File: src/mmpb_consts.svh
// Purpose: Constants for the physical bypass address path
// Assumes: 8-bit address space identifiers, 32-bit virtual addresses
// Notes:   Included by the package and the design modules
`ifndef MMPB_CONSTS_SVH
`define MMPB_CONSTS_SVH

// Field widths
`define MMPB_SID_W        8
`define MMPB_VA_W         32
`define MMPB_PA_W         36
`define MMPB_PA_HI_LSB    32
`define MMPB_PA_HI_MSB    35
`define MMPB_SID_LOW_MSB  3

// Identifier ranges and codes
`define MMPB_BYP_SID_LO   8'h20
`define MMPB_BYP_SID_HI   8'h2f
`define MMPB_ICFLUSH_SID  8'h36
`define MMPB_DCFLUSH_SID  8'h37

// Reset values
`define MMPB_PA_RST       36'h0_0000_0000

`endif

File: src/mmpb_pkg.sv
// Purpose: Types for the physical bypass address path
// Assumes: Constants come from mmpb_consts.svh
// Notes:   States, access classes and the physical address type
`default_nettype none
`include "mmpb_consts.svh"

package mmpb_pkg;

    // Access class from the identifier
    typedef enum logic [1:0] {
        MMPB_KIND_NORMAL,
        MMPB_KIND_BYPASS,
        MMPB_KIND_ICFLUSH,
        MMPB_KIND_DCFLUSH
    } mmpb_kind_e;

    // Sequencer states
    typedef enum logic [1:0] {
        MMPB_ST_IDLE,
        MMPB_ST_XLAT,
        MMPB_ST_OUT
    } mmpb_state_e;

    typedef logic [`MMPB_PA_W-1:0] mmpb_pa_t;

endpackage : mmpb_pkg

`default_nettype wire

File: src/mmpb_asi_decode.sv
// Purpose: Classify an address space identifier
// Assumes: Purely combinational, no clock
// Notes:   Flash invalidate codes are honoured only when enabled
`include "mmpb_consts.svh"
`timescale 1ns/100ps
`default_nettype none

module mmpb_asi_decode
    import mmpb_pkg::*;
#(
    parameter bit FLUSH_SID_EN = 1'b1
)
(
    // Identifier in
    input  wire logic [`MMPB_SID_W-1:0] address_space_id,
    // Class out
    output mmpb_kind_e                  kind
);

    // Range check first, then optional flush codes
    always_comb
    begin
        kind = MMPB_KIND_NORMAL;
        if ((address_space_id >= `MMPB_BYP_SID_LO) && (address_space_id <= `MMPB_BYP_SID_HI))
        begin
            kind = MMPB_KIND_BYPASS;
        end
        else if (FLUSH_SID_EN && (address_space_id == `MMPB_ICFLUSH_SID))
        begin
            kind = MMPB_KIND_ICFLUSH;
        end
        else if (FLUSH_SID_EN && (address_space_id == `MMPB_DCFLUSH_SID))
        begin
            kind = MMPB_KIND_DCFLUSH;
        end
    end

endmodule : mmpb_asi_decode

`default_nettype wire

File: src/mmpb_bypass_path.sv
// Purpose: Address formation for alternate-space core accesses
// Assumes: One clock clk_sys at 25 MHz, synchronous active-low reset
// Notes:   One access in flight; normal accesses go out to the table walker
//
// Overview of operation
// - Identifiers 0x20 to 0x2f reach a physical address with no table lookup.
// - For a bypass access, address bits 35:32 come from identifier bits 3:0.
// - For a bypass access, address bits 31:0 are the virtual address unchanged.
// - A bypass access issues no referenced or modified write-back to the table.
// - Identifiers 0x36 and 0x37 may flash invalidate the instruction and data caches.
`include "mmpb_consts.svh"
`timescale 1ns/100ps
`default_nettype none

module mmpb_bypass_path
    import mmpb_pkg::*;
#(
    parameter bit FLUSH_SID_EN = 1'b1
)
(
    // Clock and reset
    input  wire logic                   clk_sys,
    input  wire logic                   resetn,
    // Core request
    input  wire logic                   req_valid,
    output logic                        req_ready,
    input  wire logic [`MMPB_SID_W-1:0] address_space_id,
    input  wire logic [`MMPB_VA_W-1:0]  virt_addr_in,
    input  wire logic                   req_write,
    // Normal translation path
    output logic                        xlat_req_valid,
    output logic [`MMPB_VA_W-1:0]       xlat_virt_addr,
    output logic [`MMPB_SID_W-1:0]      xlat_space_id,
    input  wire logic                   xlat_done,
    input  wire logic [`MMPB_PA_W-1:0]  xlat_phys_addr,
    // Memory access out
    output logic                        mem_valid,
    input  wire logic                   mem_ready,
    output logic [`MMPB_PA_W-1:0]       phys_addr_out,
    output logic                        mem_write,
    output logic                        pte_wb_en,
    // Cache invalidate pulses
    output logic                        icache_flush,
    output logic                        dcache_flush
);

    mmpb_kind_e                  kind;
    mmpb_state_e                 state_q;
    mmpb_state_e                 state_d;
    mmpb_pa_t                    pa_q;
    mmpb_pa_t                    pa_d;
    logic [`MMPB_VA_W-1:0]       va_q;
    logic [`MMPB_VA_W-1:0]       va_d;
    logic [`MMPB_SID_W-1:0]      sid_q;
    logic [`MMPB_SID_W-1:0]      sid_d;
    logic                        wr_q;
    logic                        wr_d;
    logic                        wb_q;
    logic                        wb_d;
    logic                        icf_q;
    logic                        icf_d;
    logic                        dcf_q;
    logic                        dcf_d;
    logic                        accept;

    // Identifier classifier
    mmpb_asi_decode #(
        .FLUSH_SID_EN (FLUSH_SID_EN)
    ) u_decode (
        .address_space_id (address_space_id),
        .kind             (kind)
    );

    // Handshake outputs
    assign req_ready      = (state_q == MMPB_ST_IDLE);
    assign accept         = req_valid && req_ready;
    assign xlat_req_valid = (state_q == MMPB_ST_XLAT);
    assign mem_valid      = (state_q == MMPB_ST_OUT);

    // Registered data outputs
    assign xlat_virt_addr = va_q;
    assign xlat_space_id  = sid_q;
    assign phys_addr_out  = pa_q;
    assign mem_write      = wr_q;
    assign pte_wb_en      = wb_q && mem_valid;
    assign icache_flush   = icf_q;
    assign dcache_flush   = dcf_q;

    // Next-state and address formation
    always_comb
    begin
        state_d = state_q;
        pa_d    = pa_q;
        va_d    = va_q;
        sid_d   = sid_q;
        wr_d    = wr_q;
        wb_d    = wb_q;
        icf_d   = 1'b0;
        dcf_d   = 1'b0;
        unique case (state_q)
            MMPB_ST_IDLE:
            begin
                if (accept)
                begin
                    wr_d = req_write;
                    unique case (kind)
                        MMPB_KIND_BYPASS:
                        begin
                            pa_d[`MMPB_PA_HI_MSB:`MMPB_PA_HI_LSB] =
                                address_space_id[`MMPB_SID_LOW_MSB:0];
                            pa_d[`MMPB_VA_W-1:0] = virt_addr_in;
                            wb_d    = 1'b0;
                            state_d = MMPB_ST_OUT;
                        end
                        MMPB_KIND_ICFLUSH:
                        begin
                            icf_d = 1'b1;
                        end
                        MMPB_KIND_DCFLUSH:
                        begin
                            dcf_d = 1'b1;
                        end
                        MMPB_KIND_NORMAL:
                        begin
                            va_d    = virt_addr_in;
                            sid_d   = address_space_id;
                            state_d = MMPB_ST_XLAT;
                        end
                    endcase
                end
            end
            MMPB_ST_XLAT:
            begin
                if (xlat_done)
                begin
                    pa_d    = xlat_phys_addr;
                    wb_d    = 1'b1;
                    state_d = MMPB_ST_OUT;
                end
            end
            MMPB_ST_OUT:
            begin
                if (mem_ready)
                begin
                    state_d = MMPB_ST_IDLE;
                end
            end
        endcase
    end

    // State registers
    always_ff @(posedge clk_sys)
    begin
        if (!resetn)
        begin
            state_q <= MMPB_ST_IDLE;
            pa_q    <= `MMPB_PA_RST;
            va_q    <= '0;
            sid_q   <= '0;
            wr_q    <= 1'b0;
            wb_q    <= 1'b0;
            icf_q   <= 1'b0;
            dcf_q   <= 1'b0;
        end
        else
        begin
            state_q <= state_d;
            pa_q    <= pa_d;
            va_q    <= va_d;
            sid_q   <= sid_d;
            wr_q    <= wr_d;
            wb_q    <= wb_d;
            icf_q   <= icf_d;
            dcf_q   <= dcf_d;
        end
    end
endmodule : mmpb_bypass_path

`default_nettype wire

File: config.mk
export PLATFORM = sky130hd
export DESIGN_NAME = mmpb_bypass_path
export DESIGN_NICKNAME = d
export VERILOG_FILES = /design/src/mmpb_pkg.sv /design/src/mmpb_asi_decode.sv /design/src/mmpb_bypass_path.sv
export VERILOG_INCLUDE_DIRS = /design/src
export SDC_FILE = /design/constraint.sdc
export NUM_CORES = 1
export LEC_CHECK = 0
export BUFFER_PORTS_ARGS = -buffer_cell sky130_fd_sc_hd__buf_2
export CORE_MARGIN = 5
export CORE_UTILIZATION = 30
export CTS_CLUSTER_DIAMETER = 120
export DETAILED_ROUTE_END_ITERATION = 8
export MAX_ROUTING_LAYER = met4
export PLACE_DENSITY = 0.65
export SLEW_MARGIN = 0
export SYNTH_ARGS = -nofsm -noshare
export SYNTH_HDL_FRONTEND = slang
export SYNTH_SLANG_ARGS = --single-unit
File: constraint.sdc
create_clock -name clk_sys -period 2.18 [get_ports clk_sys]
set_clock_uncertainty 0.05 [all_clocks]
set_input_delay 0.109 -clock clk_sys [delete_from_list [all_inputs] [get_ports clk_sys]]
set_output_delay 0.109 -clock clk_sys [all_outputs]
set_load 0.005 [all_outputs]
==> flow_summary.ini <==
[critical_path]
r2r-start = state_q[1]$_SDFFE_PN0P_
r2r_slack_ps = 270
reg2reg_depth = 7
cp.arrival_ps = 2080
startpoint = state_q[1]$_SDFFE_PN0P_
endpoint = phys_addr_out[4]$_SDFFE_PN0P_
cp_max_fo = 22
cp-start-kind = flip-flop
cp-end-kind = flip-flop
worst_ep_required_time_ps = 2350
critical_path_class = flip-flop to flip-flop
r2r-end = phys_addr_out[4]$_SDFFE_PN0P_

[finish]
final_net_count = 660
area_growth_pct = 43.5
layout_common_cells = 163 x buf_2, 82 x nand2_1, 82 x dfxtp_1
multiInputGateArea_mm2 = 0.00186
layout-drive-gt1-share_pct = 33.7
diodes = 0
regArea_mm2 = 0.00164
mostFrequentLayoutCell = buf_2
finalNonFillerCells = 723
fillers = 1147

[clocking]
ctsResizeCount = 0
tritoncts = yes
clk_pin_slew_worst_paths_ps = 60
hold_buffers = 38
cts-root-buf = clkbuf_16
postCtsSetupBuffers = 0
htree_levels = 3
numCtsBuffers = 9
clock_sinks = 82
worst_skew_pair.late_latency_ps = 330
clock_path_buffers = 2

[logic_synthesis]
synth_seq_area_share_pct = 44.6
syn_inst = 384
ys_ff_latch = 82
synth.avg_cell_area_um2 = 9.60
yosys_warnings = 0
syn_area_mm2 = 0.00368
synth.distinct_cells = 34
syn_nets = 469

[floorplanning]
row_count = 40
dieWidth_um = 121
dieArea_mm2 = 0.0146
start_util_pct = 30.7
ios = 165
die_h_um = 121
coreArea_mm2 = 0.0120

[min_path]
hp-class = input port to flip-flop
min_path_cells = 3

[timing]
rsz0062_at_grt = no
fmax_mhz = 524
fin_tns_setup_ps = 0
hold_viol = 0
tightest_slew_ps = 430
slew_violations = 0
slew_headroom_pct = 71.3
post-route-period-util_pct = 87.5
finalSetupViolCount = 0
min_period_ps = 1910

[pwr]
max-vdd-ir-drop_mv = 0.456
powerDensity_mw_per_mm2 = 1130
leakagePower_nw = 2.80
total_power_mw = 6.00

[placement]
gp_congestion = 0.805
port_buffers = 164
hpwlAfterDp_um = 8080
dp.cells = 673

[detailed_routing]
drtPass1Iterations = 4
drc = 0
antenna_left = 0
drtIter0Drc = 126
wl_per_cell_um = 15.4
vias = 3467
routed_wl_um = 11100
avgViaCountPerCell = 4.80

[global_route]
antenna_found_initial = 0
grt_max_degree = 60
grt_pass1_vias = 3525
grt-ovfl-total = 0
grt_pass1_wl_um = 17700
grt_usage_pct = 15.6

[status]
outcome = finished clean

[job]
cap_violations = 0
-- critical path, stage by stage (launching register included) --
cell and delay [ps]:
dfxtp_1 310, inv_1 100, ha_2 450, nand2b_1 130, o21a_1 150, and2_1 170, buf_4 210, o211a_1 230
-- layout make-up --
class | instances | share of cell area (%)
multi-input combinational | 263 | 35.1
sequential | 82 | 31.0
timing repair buffer | 214 | 24.9
clock buffer | 12 | 5.04
tap | 147 | 3.48
inverter | 5 | 0.355
-- cells in the mapped netlist --
| master | instances | area share (%) |
|---|---|---|
| and3b_1 | 1 | 0.24 |
| dfxtp_1 | 82 | 45 |
| nand3b_1 | 1 | 0.20 |
| nand2b_1 | 2 | 0.34 |
| buf_2 | 9 | 1.2 |
| o221ai_1 | 1 | 0.24 |
| a21oi_1 | 1 | 0.14 |
| a21oi_2 | 1 | 0.24 |
| or3_1 | 1 | 0.17 |
| and2_1 | 3 | 0.51 |
| nand3_1 | 37 | 5.0 |
| o21ai_2 | 1 | 0.24 |
| mux2_2 | 1 | 0.31 |
| o21ai_1 | 2 | 0.27 |
| ha_1 | 3 | 1.0 |
| nand2_1 | 82 | 8.4 |
| nor3_1 | 1 | 0.14 |
| mux2i_1 | 73 | 20 |
| o211a_1 | 36 | 9.8 |
| nand4_1 | 1 | 0.17 |
| nor2_1 | 3 | 0.31 |
| nor4_1 | 1 | 0.17 |
| a21boi_0 | 2 | 0.41 |
| o21ai_0 | 3 | 0.41 |
| o21a_1 | 1 | 0.20 |
| o311a_1 | 1 | 0.27 |
| clkbuf_1 | 17 | 1.7 |
| inv_1 | 5 | 0.51 |
| buf_6 | 4 | 1.2 |
| buf_4 | 4 | 0.81 |
| nor4bb_1 | 1 | 0.27 |
| and3_1 | 1 | 0.17 |
| or3b_4 | 1 | 0.31 |
| o2111ai_1 | 1 | 0.24 |
-- state kept, by name, indices dropped and copies added, names as in the netlist --
register and cells:
dcache_flush 1, phys_addr_out 36, mem_write 1, xlat_space_id 8
icache_flush 1, wb_q 1, xlat_virt_addr 32, state_q 2
-- routing by layer --
layer  vias to the layer above  track usage [%]  wire (um)
li1                       1721                -          -
met1                      1623             18.0       4820
met2                       105             26.7       5550
met3                        18             3.13        543
met4                         0             5.95        219
met5                         -                -          0
-- power by group --
group / switching, mW / leakage (nW) / internal, mW
logic: 1.36 / 1.99 / 1.17
registers: 0.189 / 0.674 / 1.88
clock network: 0.562 / 0.132 / 0.839
total: 2.11 / 2.80 / 3.89
-- stage by stage --
step	hold WS (ps)	utilization, %	worst slack [ps]	cell area, um^2
after floorplan	131	-	391	3680
after global placement	253	38.6	352	4640
after detailed placement	258	38.6	268	4640
after CTS	0.715	44.0	253	5290
after global routing	33.6	44.0	136	5290
final	11.0	44.0	272	5290
-- how the worst min path moves through the flow --
| stage | startpoint | end |
|---|---|---|
| 6_report | address_space_id[3] | xlat_space_id[3]$_SDFFE_PN0P_ |
| 4_1_cts | address_space_id[3] | xlat_space_id[3]$_SDFFE_PN0P_ |
| 3_3_place_gp | address_space_id[0] | icache_flush$_SDFF_PN0_ |
| 3_5_place_dp | address_space_id[0] | icache_flush$_SDFF_PN0_ |
| 5_1_grt | address_space_id[4] | xlat_space_id[4]$_SDFFE_PN0P_ |
| 2_1_floorplan | address_space_id[0] | icache_flush$_SDFF_PN0_ |
-- kinds of logic after synthesis --
family | Yosys count | synth area share [%]
AND/OR/NAND/NOR | 136 | 16.4
flip-flops | 82 | 44.5
multiplexers | 74 | 20.1
AO/OA/AOI/OAI | 50 | 12.4
buffers and inverters | 39 | 5.50
adder cells (fa/ha/maj) | 3 | 1.02
Note: power is estimated with default switching activity, not from simulation.
